$ cat src/hdl/ccr_pkg.sv
// constants, field layout and carriers for the compression and roi bank
// assumes one pipeline clock and 8-bit register indices
//
// Operation
// - bits 14:11 set frames between automatic code updates, default 2
// - bits 10:6 cap the automatic code, applied from next frame
// - bits 5:1 hold the manual code; 3 and below linear, 31 maximum
// - manual code writes take effect at once, mid-frame allowed
// - bit 0 high selects manual code, low selects automatic code
// - black target count is bits 15:8 times 64
// - white target count is bits 7:0 times 256
// - targets matter only with gain control and linear remap selected
// - column end is bits 15:8 with three low zero bits
// - column start is bits 7:0 with three low zero bits
// - row end is bits 15:8 with two low zero bits
// - row start is bits 7:0 with two low zero bits
package ccr_pkg;
  localparam logic [7:0] CCR_OFF_COMP = 8'h04;
  localparam logic [7:0] CCR_OFF_BW = 8'h05;
  localparam logic [7:0] CCR_OFF_COL = 8'h06;
  localparam logic [7:0] CCR_OFF_ROW = 8'h07;
  localparam int CCR_POS_RSVD = 15;
  localparam int CCR_POS_IVL_HI = 14;
  localparam int CCR_POS_IVL_LO = 11;
  localparam int CCR_POS_CEIL_HI = 10;
  localparam int CCR_POS_CEIL_LO = 6;
  localparam int CCR_POS_MAN_HI = 5;
  localparam int CCR_POS_MAN_LO = 1;
  localparam int CCR_POS_MAN_EN = 0;
  localparam logic [15:0] CCR_RST_COMP = 16'h1000;
  localparam logic [15:0] CCR_RST_OTHER = 16'h0000;
  localparam logic [4:0] CCR_RST_CEIL = 5'h00;
  localparam logic [5:0] CCR_BLACK_PAD = 6'h00;
  localparam logic [7:0] CCR_WHITE_PAD = 8'h00;
  localparam logic [2:0] CCR_COL_PAD = 3'h0;
  localparam logic [1:0] CCR_ROW_PAD = 2'h0;

  typedef struct packed {
    logic wr;
    logic rd;
    logic [7:0] addr;
    logic [15:0] wdata;
  } ccr_req_s;

  typedef struct packed {
    logic [10:0] col_start;
    logic [10:0] col_end;
    logic [9:0] row_start;
    logic [9:0] row_end;
  } ccr_roi_s;

  typedef struct packed {
    logic [13:0] black;
    logic [15:0] white;
  } ccr_tgt_s;
endpackage

$ cat src/hdl/ccr_regs.sv
// compression code, remap targets and roi box register bank
// assumes host port and pipeline strobes share clk_in; switches are async
`timescale 1ns/10ps
module ccr_regs (
  input wire logic clk_in,
  input wire logic rst_n_in,
  input wire ccr_pkg::ccr_req_s req_in,
  input wire logic frame_start_in,
  input wire logic [4:0] auto_code_in,
  input wire logic agc_switch_in,
  input wire logic remap_switch_in,
  output logic [15:0] rdata_out,
  output logic rvalid_out,
  output logic [4:0] comp_code_out,
  output logic [4:0] auto_ceiling_out,
  output logic auto_update_out,
  output ccr_pkg::ccr_tgt_s targets_out,
  output logic targets_active_out,
  output ccr_pkg::ccr_roi_s roi_out
);
  import ccr_pkg::*;

  function automatic logic [4:0] clamp_code(input logic [4:0] code,
                                            input logic [4:0] ceil);
    clamp_code = (code > ceil) ? ceil : code;
  endfunction

  //////////////////////////////////////////////////////////////////////
  // switch synchronisers
  logic [1:0] agc_sync_reg;
  logic [1:0] remap_sync_reg;
  always_ff @(posedge clk_in or negedge rst_n_in) begin
    if (!rst_n_in) begin
      agc_sync_reg <= 2'h0;
      remap_sync_reg <= 2'h0;
    end else begin
      agc_sync_reg <= {agc_sync_reg[0], agc_switch_in};
      remap_sync_reg <= {remap_sync_reg[0], remap_switch_in};
    end
  end

  //////////////////////////////////////////////////////////////////////
  // register file and read port
  logic [15:0] comp_reg, comp_next;
  logic [15:0] bw_reg, bw_next;
  logic [15:0] col_reg, col_next;
  logic [15:0] row_reg, row_next;
  logic [15:0] rdata_reg, rdata_next;
  logic rvalid_reg, rvalid_next;

  always_comb begin
    comp_next = comp_reg;
    bw_next = bw_reg;
    col_next = col_reg;
    row_next = row_reg;
    rdata_next = rdata_reg;
    rvalid_next = req_in.rd;
    if (req_in.wr) begin
      if (req_in.addr == CCR_OFF_COMP) begin
        comp_next = req_in.wdata;
      end else if (req_in.addr == CCR_OFF_BW) begin
        bw_next = req_in.wdata;
      end else if (req_in.addr == CCR_OFF_COL) begin
        col_next = req_in.wdata;
      end else if (req_in.addr == CCR_OFF_ROW) begin
        row_next = req_in.wdata;
      end
    end
    if (req_in.rd) begin
      if (req_in.addr == CCR_OFF_COMP) begin
        rdata_next = comp_reg;
      end else if (req_in.addr == CCR_OFF_BW) begin
        rdata_next = bw_reg;
      end else if (req_in.addr == CCR_OFF_COL) begin
        rdata_next = col_reg;
      end else if (req_in.addr == CCR_OFF_ROW) begin
        rdata_next = row_reg;
      end else begin
        rdata_next = 16'h0000;
      end
    end
  end

  always_ff @(posedge clk_in or negedge rst_n_in) begin
    if (!rst_n_in) begin
      comp_reg <= CCR_RST_COMP;
      bw_reg <= CCR_RST_OTHER;
      col_reg <= CCR_RST_OTHER;
      row_reg <= CCR_RST_OTHER;
      rdata_reg <= CCR_RST_OTHER;
      rvalid_reg <= 1'b0;
    end else begin
      comp_reg <= comp_next;
      bw_reg <= bw_next;
      col_reg <= col_next;
      row_reg <= row_next;
      rdata_reg <= rdata_next;
      rvalid_reg <= rvalid_next;
    end
  end

  // reserved bit stored for readback only, it steers nothing
  logic [3:0] interval;
  logic [4:0] ceiling_field;
  logic [4:0] manual_code;
  logic manual_en;
  assign interval = comp_reg[CCR_POS_IVL_HI:CCR_POS_IVL_LO];
  assign ceiling_field = comp_reg[CCR_POS_CEIL_HI:CCR_POS_CEIL_LO];
  assign manual_code = comp_reg[CCR_POS_MAN_HI:CCR_POS_MAN_LO];
  assign manual_en = comp_reg[CCR_POS_MAN_EN];

  //////////////////////////////////////////////////////////////////////
  // frame-aligned ceiling
  logic [4:0] ceiling_applied;
  ccr_frame_hold #(
    .WIDTH(5),
    .RESET_VALUE(CCR_RST_CEIL)
  ) u_ceiling_hold (
    .clk_in(clk_in),
    .rst_n_in(rst_n_in),
    .load_in(frame_start_in),
    .data_in(ceiling_field),
    .data_out(ceiling_applied)
  );

  //////////////////////////////////////////////////////////////////////
  // automatic update cadence and code selection
  logic [3:0] frame_cnt_reg, frame_cnt_next;
  logic update_reg, update_next;
  logic [4:0] auto_reg, auto_next;
  logic [4:0] code_reg, code_next;
  logic [4:0] ceil_out_reg;

  always_comb begin
    frame_cnt_next = frame_cnt_reg;
    update_next = 1'b0;
    auto_next = auto_reg;
    // one update per interval frames; zero treated as every frame
    if (frame_start_in) begin
      if ((frame_cnt_reg + 4'h1) >= interval) begin
        frame_cnt_next = 4'h0;
        update_next = 1'b1;
      end else begin
        frame_cnt_next = frame_cnt_reg + 4'h1;
      end
    end
    // automatic choice capped by applied ceiling
    if (update_reg) begin
      auto_next = clamp_code(auto_code_in, ceiling_applied);
    end
    // manual code goes out with no frame wait
    code_next = manual_en ? manual_code : auto_reg;
  end

  always_ff @(posedge clk_in or negedge rst_n_in) begin
    if (!rst_n_in) begin
      frame_cnt_reg <= 4'h0;
      update_reg <= 1'b0;
      auto_reg <= CCR_RST_CEIL;
      code_reg <= CCR_RST_CEIL;
      ceil_out_reg <= CCR_RST_CEIL;
    end else begin
      frame_cnt_reg <= frame_cnt_next;
      update_reg <= update_next;
      auto_reg <= auto_next;
      code_reg <= code_next;
      ceil_out_reg <= ceiling_applied;
    end
  end

  //////////////////////////////////////////////////////////////////////
  // remap targets and roi box
  ccr_tgt_s tgt_reg, tgt_next;
  ccr_roi_s roi_reg, roi_next;
  logic active_reg, active_next;

  always_comb begin
    // targets only reach the remap when both switches select it
    active_next = agc_sync_reg[1] & remap_sync_reg[1];
    tgt_next = '0;
    if (active_next) begin
      // black count in units of 64
      tgt_next.black = {bw_reg[15:8], CCR_BLACK_PAD};
      // white count in units of 256
      tgt_next.white = {bw_reg[7:0], CCR_WHITE_PAD};
    end
    // column end on multiple of 8
    roi_next.col_end = {col_reg[15:8], CCR_COL_PAD};
    // column start on multiple of 8
    roi_next.col_start = {col_reg[7:0], CCR_COL_PAD};
    // row end on multiple of 4
    roi_next.row_end = {row_reg[15:8], CCR_ROW_PAD};
    // row start on multiple of 4
    roi_next.row_start = {row_reg[7:0], CCR_ROW_PAD};
  end

  always_ff @(posedge clk_in or negedge rst_n_in) begin
    if (!rst_n_in) begin
      tgt_reg <= '0;
      roi_reg <= '0;
      active_reg <= 1'b0;
    end else begin
      tgt_reg <= tgt_next;
      roi_reg <= roi_next;
      active_reg <= active_next;
    end
  end

  assign rdata_out = rdata_reg;
  assign rvalid_out = rvalid_reg;
  assign comp_code_out = code_reg;
  assign auto_ceiling_out = ceil_out_reg;
  assign auto_update_out = update_reg;
  assign targets_out = tgt_reg;
  assign targets_active_out = active_reg;
  assign roi_out = roi_reg;

  //////////////////////////////////////////////////////////////////////
  // checks
  AST_UPDATE_ON_FRAME: assert property (
    @(posedge clk_in) disable iff (!rst_n_in)
    auto_update_out |-> $past(frame_start_in))
    else $error("automatic update without a frame start");

  AST_CEILING_FRAME: assert property (
    @(posedge clk_in) disable iff (!rst_n_in)
    $changed(ceiling_applied) |-> $past(frame_start_in))
    else $error("ceiling changed away from a frame start");

  AST_AUTO_CAPPED: assert property (
    @(posedge clk_in) disable iff (!rst_n_in)
    update_reg |=> auto_reg <= $past(ceiling_applied))
    else $error("automatic code above ceiling");

  AST_MANUAL_IMMEDIATE: assert property (
    @(posedge clk_in) disable iff (!rst_n_in)
    (req_in.wr && req_in.addr == CCR_OFF_COMP && req_in.wdata[0])
    ##1 !(req_in.wr && req_in.addr == CCR_OFF_COMP)
    |-> ##1 comp_code_out == $past(req_in.wdata[5:1], 2))
    else $error("manual code not applied two cycles after write");

  AST_AUTO_SELECT: assert property (
    @(posedge clk_in) disable iff (!rst_n_in)
    !manual_en |=> comp_code_out == $past(auto_reg))
    else $error("automatic value not selected");

  AST_BLACK_SCALE: assert property (
    @(posedge clk_in) disable iff (!rst_n_in)
    active_next |=> targets_out.black == 14'($past(bw_reg[15:8]) * 64))
    else $error("black target scaling wrong");

  AST_WHITE_SCALE: assert property (
    @(posedge clk_in) disable iff (!rst_n_in)
    active_next |=> targets_out.white == 16'($past(bw_reg[7:0]) * 256))
    else $error("white target scaling wrong");

  AST_TARGETS_GATED: assert property (
    @(posedge clk_in) disable iff (!rst_n_in)
    !targets_active_out |-> targets_out == '0)
    else $error("targets visible while remap inactive");

  AST_COL_ALIGN: assert property (
    @(posedge clk_in) disable iff (!rst_n_in)
    roi_out.col_end[2:0] == 3'h0 && roi_out.col_start[2:0] == 3'h0)
    else $error("column bound not a multiple of 8");

  AST_ROW_TRACK: assert property (
    @(posedge clk_in) disable iff (!rst_n_in)
    1'b1 |=> roi_out.row_end == {$past(row_reg[15:8]), 2'h0})
    else $error("row end does not follow register");

  AST_READBACK: assert property (
    @(posedge clk_in) disable iff (!rst_n_in)
    (req_in.rd && req_in.addr == CCR_OFF_BW) |=>
    rvalid_out && rdata_out == $past(bw_reg))
    else $error("readback mismatch");
endmodule

$ cat src/hdl/ccr_frame_hold.sv
// holding register that only loads on a frame boundary pulse
// assumes load_in is a one-cycle pulse on the pipeline clock
`timescale 1ns/10ps
module ccr_frame_hold #(
  parameter int WIDTH = 5,
  parameter logic [WIDTH-1:0] RESET_VALUE = '0
) (
  input wire logic clk_in,
  input wire logic rst_n_in,
  input wire logic load_in,
  input wire logic [WIDTH-1:0] data_in,
  output logic [WIDTH-1:0] data_out
);
  logic [WIDTH-1:0] hold_reg;
  logic [WIDTH-1:0] hold_next;

  always_comb begin
    hold_next = hold_reg;
    if (load_in) begin
      hold_next = data_in;
    end
  end

  always_ff @(posedge clk_in or negedge rst_n_in) begin
    if (!rst_n_in) begin
      hold_reg <= RESET_VALUE;
    end else begin
      hold_reg <= hold_next;
    end
  end

  assign data_out = hold_reg;
endmodule

$ cat config.mk
export PLATFORM = sky130hd
export DESIGN_NAME = ccr_regs
export DESIGN_NICKNAME = d
export VERILOG_FILES = /design/src/hdl/ccr_pkg.sv /design/src/hdl/ccr_regs.sv /design/src/hdl/ccr_frame_hold.sv
export SDC_FILE = /design/constraint.sdc
export NUM_CORES = 1
export LEC_CHECK = 0
export BUFFER_PORTS_ARGS = -buffer_cell sky130_fd_sc_hd__buf_4
export CAP_MARGIN = 15
export CORE_MARGIN = 8
export CORE_UTILIZATION = 58
export DETAILED_ROUTE_END_ITERATION = 16
export MAX_ROUTING_LAYER = met4
export PLACE_DENSITY = 0.84
export SYNTH_ARGS = -nofsm -noshare
export SYNTH_HDL_FRONTEND = slang
export SYNTH_SLANG_ARGS = --single-unit
$ cat constraint.sdc
create_clock -name clk_in -period 5.2 [get_ports clk_in]
set_clock_uncertainty 0.1 [all_clocks]
set_input_delay 1.04 -clock clk_in [delete_from_list [all_inputs] [get_ports clk_in]]
set_output_delay 1.04 -clock clk_in [all_outputs]
set_load 0.05 [all_outputs]
# Word level (Yosys, flattened, before mapping)
# Cells that the tools add are included.
# Widths: inputs -> output; s select.
[word_totals]
register_bits = 173
[classes]
magnitude_cmp = 2
eq_ne = 4
addsub = 1
mux = 10
n_reduce_logical = 4
n_bitwise = 4
[ops]
columns = ["cell", "n"]
rows = [
  ["$mux 16", 4],
  ["$eq 8x3->1 const B", 4],
  ["$mux 30", 1],
  ["$mux 5", 2],
  ["$gt 5x5->1", 1],
  ["$reduce_and 5->1", 1],
  ["$add 4x1->4 const B", 1],
  ["$ge 4x4->1", 1],
  ["$mux 4", 1],
  ["$reduce_and 4->1", 1],
  ["$not 1->1", 3],
  ["$reduce_and 3->1", 1],
  ["$mux 1", 2],
  ["$reduce_and 2->1", 1],
  ["$and 1x1->1", 1],
]

# Depth between registers and ports, before layout
# Gate-level depths: netlist (run 1).
[logic_depth]
word_depth = 5
mapped_depth = 7

# Cells and area by module
# From an unflattened synthesis (run 1), not the netlist that was laid out.
[hier_totals]
cells_unflattened = 438
area_unflattened_um2 = 6454.9
[modules_own_cells]
columns = ["module", "area_each_um2", "seq_area_each_um2", "cells_each", "n_inst"]
rows = [
  ["ccr_regs", 6273.5, 3854.9, 428, 1],
  ["ccr_frame_hold", 181.4, 125.1, 10, 1],
]

# Least setup slack after synthesis (run 1)
# No wires, ideal clock.
[synth_timing]
path_type = "input-to-reg"
start = "input port req_in[19] (netlist bit)"
end = "register row_reg[10]"
cell_stages = 5
slack_ns = 2.418
arrival_ns = 2.557
path_buffers = 1
setup_ns = 0.125
path_cell_list = "or4b_4 > nor3_4 > nand4_2 > buf_4 > mux2_2"
[synth_via]
elab_chain_cells = 3
[synth_rtl]
columns = ["item", "line_no", "text"]
rows = [
  ["from (decl)", "ccr_regs.sv:7", "input wire ccr_pkg::ccr_req_s req_in,"],
  ["$eq 8x3->1 (on tied branches)", "ccr_regs.sv:63, ccr_regs.sv:59, ccr_regs.sv:61", ""],
  ["$not 1->1 (no line)", "n/a", ""],
  ["$reduce_and 5->1 (no line) (*)", "n/a", ""],
  ["to (signal assigned)", "ccr_regs.sv:96", "row_reg <= row_next;"],
  ["to (decl)", "ccr_regs.sv:47", "logic [15:0] row_reg, row_next;"],
]
# Every way passes the cells marked *; elsewhere a longest branch is shown, timed or not.
# A chain may end at the register's enable or synchronous reset.

# Final worst setup path (run 1)
[layout_timing]
start = "input port req_in[19] (netlist bit)"
end = "register col_reg[1]"
[layout_via]
elab_chain_cells = 3
[layout_rtl]
columns = ["item", "line_no", "text"]
rows = [
  ["$eq 8x3->1 (on tied branches)", "ccr_regs.sv:61, ccr_regs.sv:59", ""],
  ["$not 1->1 (no line)", "n/a", ""],
  ["$reduce_and 4->1 (no line) (*)", "n/a", ""],
  ["to (signal assigned)", "ccr_regs.sv:95", "col_reg <= col_next;"],
  ["to (decl)", "ccr_regs.sv:46", "logic [15:0] col_reg, col_next;"],
]
# Marked as above.

==> results.ini, run 1 <==
[synth]
syn_area_per_cell_um2 = 14.4
ys_ff_latch = 159
synth_edf_count = 0
synth_cells = 442
yosysSeqAreaShare = 0.627
yosys_warnings = 0
syn_area_um2 = 6350
synthDistinctLibCells = 36
async_flop_share = 1.00
ys.flop_type = dfrtp_1

[place]
dp_slack_ns = 1.88
hpwl_mm = 9.90
gp_congestion = 0.850
place_inst = 677
port_buffers = 112
dpl_cell_area_um2 = 7200

[cts]
clk_pin_slew_worst_paths_ns = 0.06
cts_sinks = 159
cts-root-buf = clkbuf_8
cts_resized = 0
clock_latency_ns = 0.54
cts_made_buffers = 17
cts.path.max_buffers = 2
cts_hold_buf = 0
htreeDepth = 4
post_cts_buffers = 0
cts_tree = done

[sta]
fin_tns_setup_ns = 0
setup_violations = 0
hold_ws_ns = 0.248
fin_crit_sh = 0.537
rsz0062_at_grt = no
slew_headroom = 0.539
slew_violations = 0
fmax_mhz = 358
worst_pin_slew_ns = 0.690
setup_slack_ns = 2.41
fin_crit_ns = 2.79
hold_violations = 0

[setup_path]
crit_slowest_cell = nand4b_2
crit_buf_inv = 1
slowest_delay_ns = 0.59
path_max_fanout = 16
crit_chain = buf_4 -> or4b_4 -> nor3_4 -> nand4b_2 -> mux2_2
crit_type = primary input to flop
cpLargestDelayFamily = simple AND/OR/NAND/NOR gates
rrSetupSlack_ns = 3.07
start_kind = primary input
arrival_ns = 3.10
worst-endpoint-required_ns = 5.51
endpoint_kind = flop

[drt]
wl_per_cell_um = 21.0
drtAntennaViolNets = 0
num_vias = 3927
drt-total-wl_mm = 14.9
drt_iter0_drc = 233
drc = 0
drt_pass1_iterations = 4
vias_per_cell = 5.54

[global_route]
grt_usage = 0.219
grt.overflow.total = 0
grt_pass1_wl_mm = 23.6
first_global_vias = 4378
antenna_found_initial = 0
grt_max_degree = 74

[final_layout]
fillers = 694
final_common_cell = dfrtp_1
nNetsFinal = 602
fin_cells = 709
final_util = 0.727
area_growth_pct = 23.1
final_cell_mix = 158 x dfrtp_1, 113 x buf_4, 70 x mux2_2, 44 x inv_1, 24 x conb_1
n_antenna_cell = 0
final_cell_area_um2 = 7810
largest_reg_flops = 32
final_layout_size_suffix_gt1_frac = 0.415

[floorplanning]
num_rows = 38
die_h_um = 121
initial_utilization = 0.591
die_area_um2 = 14500
core_area_um2 = 10700
io_pins = 137
die_w_um = 121

[power_and_ir_drop]
totalPowerFinal_mw = 3.12
p_leak_nw = 4.05
intPower_mw = 2.27
combPwrFrac = 0.148
p_sw_frac = 0.274
sequentialPowerShare = 0.448
switchingPower_mw = 0.855
irDropWorstVdd_v = 0.000235
clock_power_share = 0.404
p_per_area_nw_per_um2 = 400

[outcome]
status = finished clean

[job]
maxCapViolCount = 0

[hold_path]
hold_class = flop to flop

[final cells by class]
| type | count | area (um^2) | area share |
|---|---|---|---|
| Inverter | 44 | 165 | 0.0211 |
| Multi-Input combinational cell | 220 | 2020 | 0.259 |
| Tap cell | 140 | 175 | 0.0224 |
| Clock inverter | 8 | 128 | 0.0163 |
| Clock buffer | 24 | 480 | 0.0615 |
| Timing Repair Buffer | 114 | 860 | 0.110 |
| Sequential cell | 159 | 3980 | 0.510 |
[power by group through the flow]
| stage | logic (mW) | clock network (mW) | registers, mW |
|---|---|---|---|
| global route | 0.498 | 1.33 | 1.41 |
| detailed placement | 0.460 | 0 | 1.42 |
| floorplan | 0.215 | 0 | 1.51 |
| global placement | 0.446 | 0 | 1.41 |
| CTS | 0.464 | 1.28 | 1.40 |
| finish | 0.463 | 1.26 | 1.40 |
[final timing paths]
kind	cells after the start	endpoint	from
min reg2reg	0	remap_sync_reg[1]	remap_sync_reg[0]
max reg2reg	5	frame_cnt_reg[1]	frame_cnt_reg[0]
min in group asynchronous	1	agc_sync_reg[1]	rst_n_in
max in group asynchronous	2	comp_reg[7]	rst_n_in
min	0	remap_sync_reg[1]	remap_sync_reg[0]
max	5	col_reg[1]	req_in[19]
[cell usage after synthesis (all sizes together) (3+ instances only)]
cell | instances | area [um^2]
and2 | 3 | 18.8
ha | 10 | 125
buf | 31 | 223
dfrtp | 158 | 3950
o22ai | 19 | 119
clkbuf | 11 | 41.3
nor2 | 3 | 11.3
o2111ai | 5 | 43.8
a31oi | 5 | 31.3
o21ai | 6 | 30.0
and3 | 18 | 113
nand4 | 6 | 43.8
nor2b | 6 | 37.5
mux4 | 16 | 360
nand2 | 8 | 30.0
nand3 | 9 | 50.1
mux2 | 70 | 788
inv | 44 | 165
[per-layer routing]
layer	GRT usage	up-vias	wire, um
met5	-	-	0
met4	0.106	0	418
met3	0.0499	42	904
met2	0.357	144	7710
met1	0.253	2012	5840
li1	-	1729	-
[kinds of logic (layout without fill, tap and decap cells)]
family                   after synthesis  in the layout  synth area share
flip-flops                           159            159             0.627
multiplexers                          87             87             0.183
buffers and inverters                 86            190            0.0676
AND/OR/NAND/NOR                       58             58            0.0597
AO/OA/AOI/OAI                         39             39            0.0398
adder cells (fa/ha/maj)               10             10            0.0197
XOR/XNOR                               2              2           0.00276
other                                  1             24          0.000591
(Power assumes the default switching activity.)
==> inputs of run 2 (changes only) <==
--- a/config.mk
+++ b/config.mk
@@ -5,13 +5,14 @@
 export SDC_FILE = /design/constraint.sdc
 export NUM_CORES = 1
 export LEC_CHECK = 0
+export ABC_AREA = 1
 export BUFFER_PORTS_ARGS = -buffer_cell sky130_fd_sc_hd__buf_4
 export CAP_MARGIN = 15
 export CORE_MARGIN = 8
-export CORE_UTILIZATION = 58
+export CORE_UTILIZATION = 54
 export DETAILED_ROUTE_END_ITERATION = 16
 export MAX_ROUTING_LAYER = met4
-export PLACE_DENSITY = 0.84
+export PLACE_DENSITY = 0.79
 export SYNTH_ARGS = -nofsm -noshare
 export SYNTH_HDL_FRONTEND = slang
 export SYNTH_SLANG_ARGS = --single-unit
==> constraint.sdc (replaced) <==
create_clock -name clk_in -period 2.6 [get_ports clk_in]
set_clock_uncertainty 0.1 [all_clocks]
set_input_delay 0.52 -clock clk_in [delete_from_list [all_inputs] [get_ports clk_in]]
set_output_delay 0.52 -clock clk_in [all_outputs]
set_load 0.05 [all_outputs]
==> results.ini, run 2 <==
[final_layout]
final_layout_size_suffix_gt1_frac = 0.212  ; was 0.415
final_cell_mix = 175 x nand2_1, 158 x dfrtp_1, 123 x buf_4, 84 x nand3_1, 67 x inv_1  ; was 158 x dfrtp_1, 113 x buf_4, 70 x mux2_2, 44 x inv_1, 24 x conb_1
area_growth_pct = 23.6  ; was 23.1%
final_common_cell = nand2_1  ; was dfrtp_1
n_antenna_cell = 0  ; unchanged
fin_cells = 971  ; was 709
largest_reg_flops = 32  ; unchanged
nNetsFinal = 857  ; was 602

[hold_path]
hold_class = primary input to flop  ; was flop to flop

[global_route]
grt_max_degree = 58  ; was 74
grt_usage = 0.214  ; was 0.219
grt.overflow.total = 0  ; unchanged
antenna_found_initial = 0  ; unchanged
first_global_vias = 5037  ; was 4378
grt_pass1_wl_mm = 25.9  ; was 23.6 mm

[sta]
fin_crit_ns = 1.98
hold_violations = 0  ; unchanged
slew_headroom = 0.567  ; was 0.539
worst_pin_slew_ns = 0.649  ; was 0.690 ns
rsz0062_at_grt = no  ; unchanged
setup_violations = 0  ; unchanged
slew_violations = 0  ; unchanged
fmax_mhz = 504
fin_crit_sh = 0.763
fin_tns_setup_ns = 0  ; unchanged

[synth]
synthSimpleGateAreaFrac = 0.212  ; was 0.0597
ys_ff_latch = 159  ; unchanged
yosysTopAreaCell = dfrtp_1  ; unchanged
synthDistinctLibCells = 29  ; was 36
yosysSeqAreaShare = 0.604  ; was 0.627
synth_top_cells_by_count = 175 x nand2_1, 158 x dfrtp_1, 84 x nand3_1, 67 x inv_1, 42 x nor2_1  ; was 158 x dfrtp_1, 70 x mux2_2, 44 x inv_1, 25 x buf_4, 19 x o22ai_1
async_flop_share = 1.00  ; unchanged
ys_top_cells_by_area = dfrtp_1 60%, nand2_1 10%, nand3_1 6.4%, inv_1 3.8%, buf_4 3.2%  ; was dfrtp_1 62%, mux2_2 12%, mux4_2 5.7%, buf_4 3.0%, inv_1 2.6%
synth.area.mux_share = 0  ; was 0.183
synth_edf_count = 0  ; unchanged
synth_cells = 695  ; was 442
synthXorXnorAreaFrac = 0.00266  ; was 0.00276
yosysTopAreaCellShare = 0.600  ; was 0.623
synth_top_family_by_area = simple AND/OR/NAND/NOR gates  ; was multiplexers
synth-compound-area-share = 0.0690  ; was 0.0398
yosys_warnings = 0  ; unchanged
yosysMostFrequentCell = nand2_1  ; was dfrtp_1
ys.flop_type = dfrtp_1  ; unchanged
syn_area_per_cell_um2 = 9.48  ; was 14.4 um^2
synth_fa_ha_area_frac = 0.0190  ; was 0.0197
syn_area_um2 = 6590  ; was 6350 um^2

[power_and_ir_drop]
p_leak_nw = 4.33  ; was 4.05 nW
irDropWorstVdd_v = 0.000556  ; was 0.000235 V
p_per_area_nw_per_um2 = 797  ; was 400 nW/um^2
totalPowerFinal_mw = 6.49  ; was 3.12 mW

[cts]
htreeDepth = 4  ; unchanged
clock_latency_ns = 0.42  ; was 0.54 ns
cts_tree = done  ; unchanged
cts_sinks = 159  ; unchanged
cts.path.max_buffers = 2  ; unchanged
clk_pin_slew_worst_paths_ns = 0.06  ; about the same
cts-root-buf = clkbuf_16  ; was clkbuf_8
cts_made_buffers = 17  ; unchanged

[drt]
drt_iter0_drc = 485  ; was 233
drt_pass1_iterations = 5  ; was 4
drc = 0  ; unchanged
num_vias = 5077  ; was 3927
wl_per_cell_um = 16.6  ; was 21.0 um
drt-total-wl_mm = 16.2  ; was 14.9 mm
vias_per_cell = 5.23  ; was 5.54
drtAntennaViolNets = 0  ; unchanged

[outcome]
status = finished clean  ; unchanged

[floorplanning]
die_h_um = 126  ; was 121 um
initial_utilization = 0.551  ; was 0.591
io_pins = 137  ; unchanged
die_area_um2 = 16000  ; was 14500 um^2
die_w_um = 126  ; was 121 um
num_rows = 40  ; was 38
core_area_um2 = 12000  ; was 10700 um^2

[setup_path]
crit_type = flop to flop  ; was primary input to flop
start_kind = flop  ; was primary input
path_max_fanout = 5  ; was 16
endpoint_kind = flop  ; unchanged
arrival_ns = 2.24  ; was 3.10 ns
worst-endpoint-required_ns = 2.86  ; was 5.51 ns

[place]
hpwl_mm = 11.9  ; was 9.90 mm
place_inst = 938  ; was 677
gp_congestion = 0.914  ; was 0.850
port_buffers = 112  ; unchanged

[job]
maxCapViolCount = 0  ; unchanged

run 2: cell types whose count changed in the layout (fill, tap and decap cells not counted), moves of 20 or more:
cell     previous run  this run
inv_1              44        67
mux2_2             70         0
o21ai_1             0        20
nor2_1              3        42
a21oi_1             1        22
nand2_1             8       175
nand3_1             8        84
run 2: path summary, 6_finish.rpt:
kind / slack, ns / end / cells after the start / start
setup / recovery: 0.62 / frame_cnt_reg[2] / 8 / frame_cnt_reg[0]
hold / removal: 0.11 / remap_sync_reg[0] / 1 / remap_switch_in
setup reg to reg: 0.62 / frame_cnt_reg[2] / 8 / frame_cnt_reg[0]
hold reg to reg: 0.25 / remap_sync_reg[1] / 0 / remap_sync_reg[0]
max in group asynchronous: 1.12 / row_reg[2] / 3 / rst_n_in
min in group asynchronous: 0.50 / comp_code_out[4] / 2 / rst_n_in
run 2: through the flow:
| step | hold WS (ns) | setup slack, ns | util | cell area, um^2 |
|---|---|---|---|---|
| after global routing | 0.0900 | 0.465 | 0.681 | 8140 |
| final | 0.106 | 0.617 | 0.681 | 8140 |
| after CTS | 0.0938 | 0.623 | 0.681 | 8140 |
| after global placement | 0.237 | 0.606 | 0.625 | 7470 |
| after detailed placement | 0.241 | 0.553 | 0.625 | 7470 |
| after floorplan | 0.124 | 0.915 | - | 6670 |
run 2: area by class of cell:
class | count | area (um^2)
Inverter | 72 | 270
Multi-Input combinational cell | 435 | 2090
Tap cell | 147 | 184
Clock inverter | 9 | 180
Sequential cell | 159 | 3980
Clock buffer | 23 | 478
Fill cell | 913 | 3820
Timing Repair Buffer | 126 | 965
run 2: cells by family after synthesis:
logic type / count (synthesis)
and+or+nand+nor: 317
DFF: 159
buffers and inverters: 124
AOI/OAI and AO/OA: 82
adders and majority gates: 10
xor gates and xnor gates: 2
other: 1
run 2: layer usage:
layer / up-vias / routed length (um) / share of wire / global-route usage
met5: - / 0 / 0 / -
met4: 0 / 359 / 0.022 / 0.0941
met3: 22 / 1090 / 0.068 / 0.0532
met2: 198 / 7880 / 0.49 / 0.332
met1: 2457 / 6830 / 0.42 / 0.262
li1: 2400 / - / - / -
run 2: report_power, final:
group / switching (mW) / internal (mW)
Clock: 0.949 / 1.78
Sequential: 0.132 / 2.68
Combinational: 0.672 / 0.275
Total: 1.75 / 4.73
run 2: critical path, stage by stage, from the launching register on:
cell and delay [ns]:
dfrtp_1 0.43, nand3_1 0.12, xor2_1 0.23, ha_1 0.31
a21oi_1 0.20, nand3_1 0.18, nor2_1 0.20, nand2_1 0.08
nand2_1 0.06
run 2: repair_timing:
item                                   in CTS  in global routing
buffers inserted                            0                  0
gates resized for setup                     0                  0
endpoints found under the hold margin      47                  0
hold buffers                                1                  0
==> inputs of run 3 (changes only) <==
--- a/config.mk
+++ b/config.mk
@@ -5,7 +5,7 @@
 export SDC_FILE = /design/constraint.sdc
 export NUM_CORES = 1
 export LEC_CHECK = 0
-export ABC_AREA = 1
+export ABC_AREA = 0
 export BUFFER_PORTS_ARGS = -buffer_cell sky130_fd_sc_hd__buf_4
 export CAP_MARGIN = 15
 export CORE_MARGIN = 8
==> constraint.sdc (replaced) <==
create_clock -name clk_in -period 2.1 [get_ports clk_in]
set_clock_uncertainty 0.1 [all_clocks]
set_input_delay 0.42 -clock clk_in [delete_from_list [all_inputs] [get_ports clk_in]]
set_output_delay 0.42 -clock clk_in [all_outputs]
set_load 0.05 [all_outputs]
==> results.ini, run 3 (synthesis results as in run 1) <==
[outcome]
status = finished clean  ; unchanged

[power_and_ir_drop]
totalPowerFinal_mw = 8.41  ; was 6.49 mW
combPwrFrac = 0.147  ; was 0.146
switchingPower_mw = 2.16  ; was 1.75 mW
p_per_area_nw_per_um2 = 1030  ; was 797 nW/um^2
sequentialPowerShare = 0.406  ; was 0.433
intPower_mw = 6.25  ; was 4.73 mW
p_leak_nw = 4.21  ; was 4.33 nW
p_sw_frac = 0.257  ; was 0.270
irDropWorstVdd_v = 0.000681  ; was 0.000556 V
clock_power_share = 0.447  ; was 0.421

[place]
gp_congestion = 0.898  ; was 0.914
port_buffers = 112  ; unchanged
hpwl_mm = 10.2  ; was 11.9 mm
place_inst = 695  ; was 938
dpl_cell_area_um2 = 7360  ; was 7470 um^2

[drt]
drtAntennaViolNets = 0  ; unchanged
wl_met2_mm = 7.70  ; was 7.88 mm
wl_per_cell_um = 20.3  ; was 16.6 um
vias_per_cell = 5.42  ; was 5.23
num_vias = 3958  ; was 5077
drt_iter0_drc = 280  ; was 485
drt_pass1_iterations = 4  ; was 5
drt-total-wl_mm = 14.8  ; was 16.2 mm
drc = 0  ; unchanged
route.met3.wl_mm = 1.05  ; was 1.09 mm
wl_met1_mm = 5.86  ; was 6.83 mm
highest_layer = met4  ; unchanged

[final_layout]
final_util = 0.709  ; was 0.681
final_cell_area_um2 = 8130  ; was 8140 um^2
nNetsFinal = 620  ; was 857
final_layout_size_suffix_gt1_frac = 0.434  ; was 0.212
multi_input_area_um2 = 2030  ; was 2090 um^2
final_common_cell = dfrtp_1  ; was nand2_1
fin_cells = 730  ; was 971
ff_latch_area_um2 = 3980  ; unchanged
area_growth_pct = 28.1  ; was 23.6%
fillers = 745  ; was 913
final_cell_mix = 158 x dfrtp_1, 125 x buf_4, 70 x mux2_2, 44 x inv_1, 24 x conb_1  ; was 175 x nand2_1, 158 x dfrtp_1, 123 x buf_4, 84 x nand3_1, 67 x inv_1
largest_reg_flops = 32  ; unchanged
n_antenna_cell = 0  ; unchanged

[sta]
worst_pin_slew_ns = 0.654  ; was 0.649 ns
slew_violations = 0  ; unchanged
rsz0062_at_grt = no  ; unchanged
hold_violations = 0  ; unchanged
setup_violations = 0  ; unchanged
slew_headroom = 0.564  ; was 0.567
fin_crit_sh = 0.930  ; was 0.763
fin_crit_ns = 1.95  ; was 1.98 ns
fmax_mhz = 512  ; was 504 MHz

[global_route]
grt_pass1_wl_mm = 24.3  ; was 25.9 mm
grt.overflow.total = 0  ; unchanged
first_global_vias = 4447  ; was 5037
grt_max_degree = 49  ; was 58
grt_usage = 0.203  ; was 0.214
antenna_found_initial = 0  ; unchanged

[setup_path]
crit_slowest_cell = dfrtp_1  ; unchanged
slowest_delay_ns = 0.42  ; was 0.43 ns
path_max_fanout = 4  ; was 5
timing.rr.end = auto_update_out  ; was frame_cnt_reg[2]
crit_end = auto_update_out  ; was frame_cnt_reg[2]
cp_common_cell = ha_1
endpoint_kind = flop  ; unchanged
rrSetupSlack_ns = 0.15  ; was 0.62 ns
worstSetupStartpoint = frame_cnt_reg[0]  ; unchanged
reg2reg_depth = 5  ; was 8
arrival_ns = 2.16  ; was 2.24 ns
worst-endpoint-required_ns = 2.31  ; was 2.86 ns
crit_chain = ha_1 -> ha_1 -> a2111oi_2 -> nor2_1 -> and2_1  ; was nand3_1 -> xor2_1 -> ha_1 -> a21oi_1 -> nand3_1 -> nor2_1 -> nand2_1 -> nand2_1
r2r_start = frame_cnt_reg[0]  ; unchanged
start_kind = flop  ; unchanged
crit_type = flop to flop  ; unchanged

[cts]
cts_sinks = 159  ; unchanged
cts.path.max_buffers = 2  ; unchanged
cts_tree = done  ; unchanged
htreeDepth = 4  ; unchanged
post_cts_buffers = 0  ; unchanged
clock_latency_ns = 0.42  ; about the same
cts-root-buf = clkbuf_16  ; unchanged
cts_made_buffers = 17  ; unchanged
clk_pin_slew_worst_paths_ns = 0.06  ; about the same

[floorplanning]
die_h_um = 124  ; was 126 um
num_rows = 39  ; was 40
core_area_um2 = 11500  ; was 12000 um^2
die_w_um = 124  ; was 126 um
die_area_um2 = 15500  ; was 16000 um^2
io_pins = 137  ; unchanged
initial_utilization = 0.553  ; was 0.551

[job]
maxCapViolCount = 0  ; unchanged

[hold_path]
hold_class = primary input to flop  ; unchanged

-- run 3: cell count changes in the layout (fill, tap and decap cells not counted), moves of 6 or more --
cell / before / now
nor2_1: 42 / 3
o211ai_1: 16 / 0
inv_1: 67 / 44
nand2_1: 175 / 8
nor2b_1: 0 / 6
mux4_2: 0 / 16
o22ai_1: 1 / 19
and3_1: 0 / 18
nand3_1: 84 / 8
mux2_2: 0 / 70
o21ai_1: 20 / 0
o21ai_0: 22 / 6
a21oi_1: 22 / 1
-- run 3: layer usage --
| layer | up-vias | track usage |
|---|---|---|
| li1 | 1767 | - |
| met1 | 2020 | 0.235 |
| met2 | 147 | 0.333 |
| met3 | 24 | 0.0655 |
| met4 | 0 | 0.0588 |
| met5 | - | - |
-- run 3: timing repair --
item / 4_1_cts / 5_1_grt
hold endpoints to repair: 33 / 0
gates resized for setup: 1 / 1
hold buffers: 3 / 0
endpoints found under the setup margin: 3 / 5
-- run 3: worst min-delay path by stage --
stage,start,endpoint,slack (ns),cells after the start
2_1_floorplan,rst_n_in,agc_sync_reg[0],0.02,0
3_3_place_gp,rst_n_in,remap_sync_reg[0],0.23,1
3_5_place_dp,rst_n_in,targets_out[29],0.23,1
4_1_cts,req_in[14],bw_reg[14],0.15,2
5_1_grt,req_in[13],row_reg[13],0.15,2
6_report,req_in[7],bw_reg[7],0.16,2
-- run 3: critical path: cells and delay by family (launching register included) --
kind / cells / cell delay, ns
AND/OR/NAND/NOR: 2 / 0.32
flip-flops: 1 / 0.42
adder cells (fa/ha/maj): 2 / 0.63
AO/OA/AOI/OAI: 1 / 0.37
-- run 3: final cells by class --
| type | count | area share |
|---|---|---|
| clock buffer | 19 | 0.0557 |
| clock inverter | 13 | 0.0345 |
| inverter | 44 | 0.0203 |
| multi-input combinational | 220 | 0.250 |
| sequential | 159 | 0.490 |
| tap | 143 | 0.0220 |
| timing repair buffer | 132 | 0.128 |
-- run 3: metrics by stage --
stage | setup TNS, ns | worst slack [ns] | hold slack (ns)
finish | 0 | 0.147 | 0.160
global route | 0 | 0.0188 | 0.152
CTS | 0 | 0.0546 | 0.145
detailed placement | -6.08 | -0.184 | 0.230
global placement | -3.33 | -0.130 | 0.229
floorplan | -1.12 | -0.0616 | 0.0244
-- run 3: power groups by stage --
stage / clock network (mW) / logic [mW] / registers [mW]
after floorplan: 0 / 0.531 / 3.74
final: 3.76 / 1.23 / 3.42
after global placement: 0 / 1.17 / 3.46
after detailed placement: 0 / 1.21 / 3.47
after CTS: 3.82 / 1.23 / 3.42
after global routing: 3.94 / 1.34 / 3.44
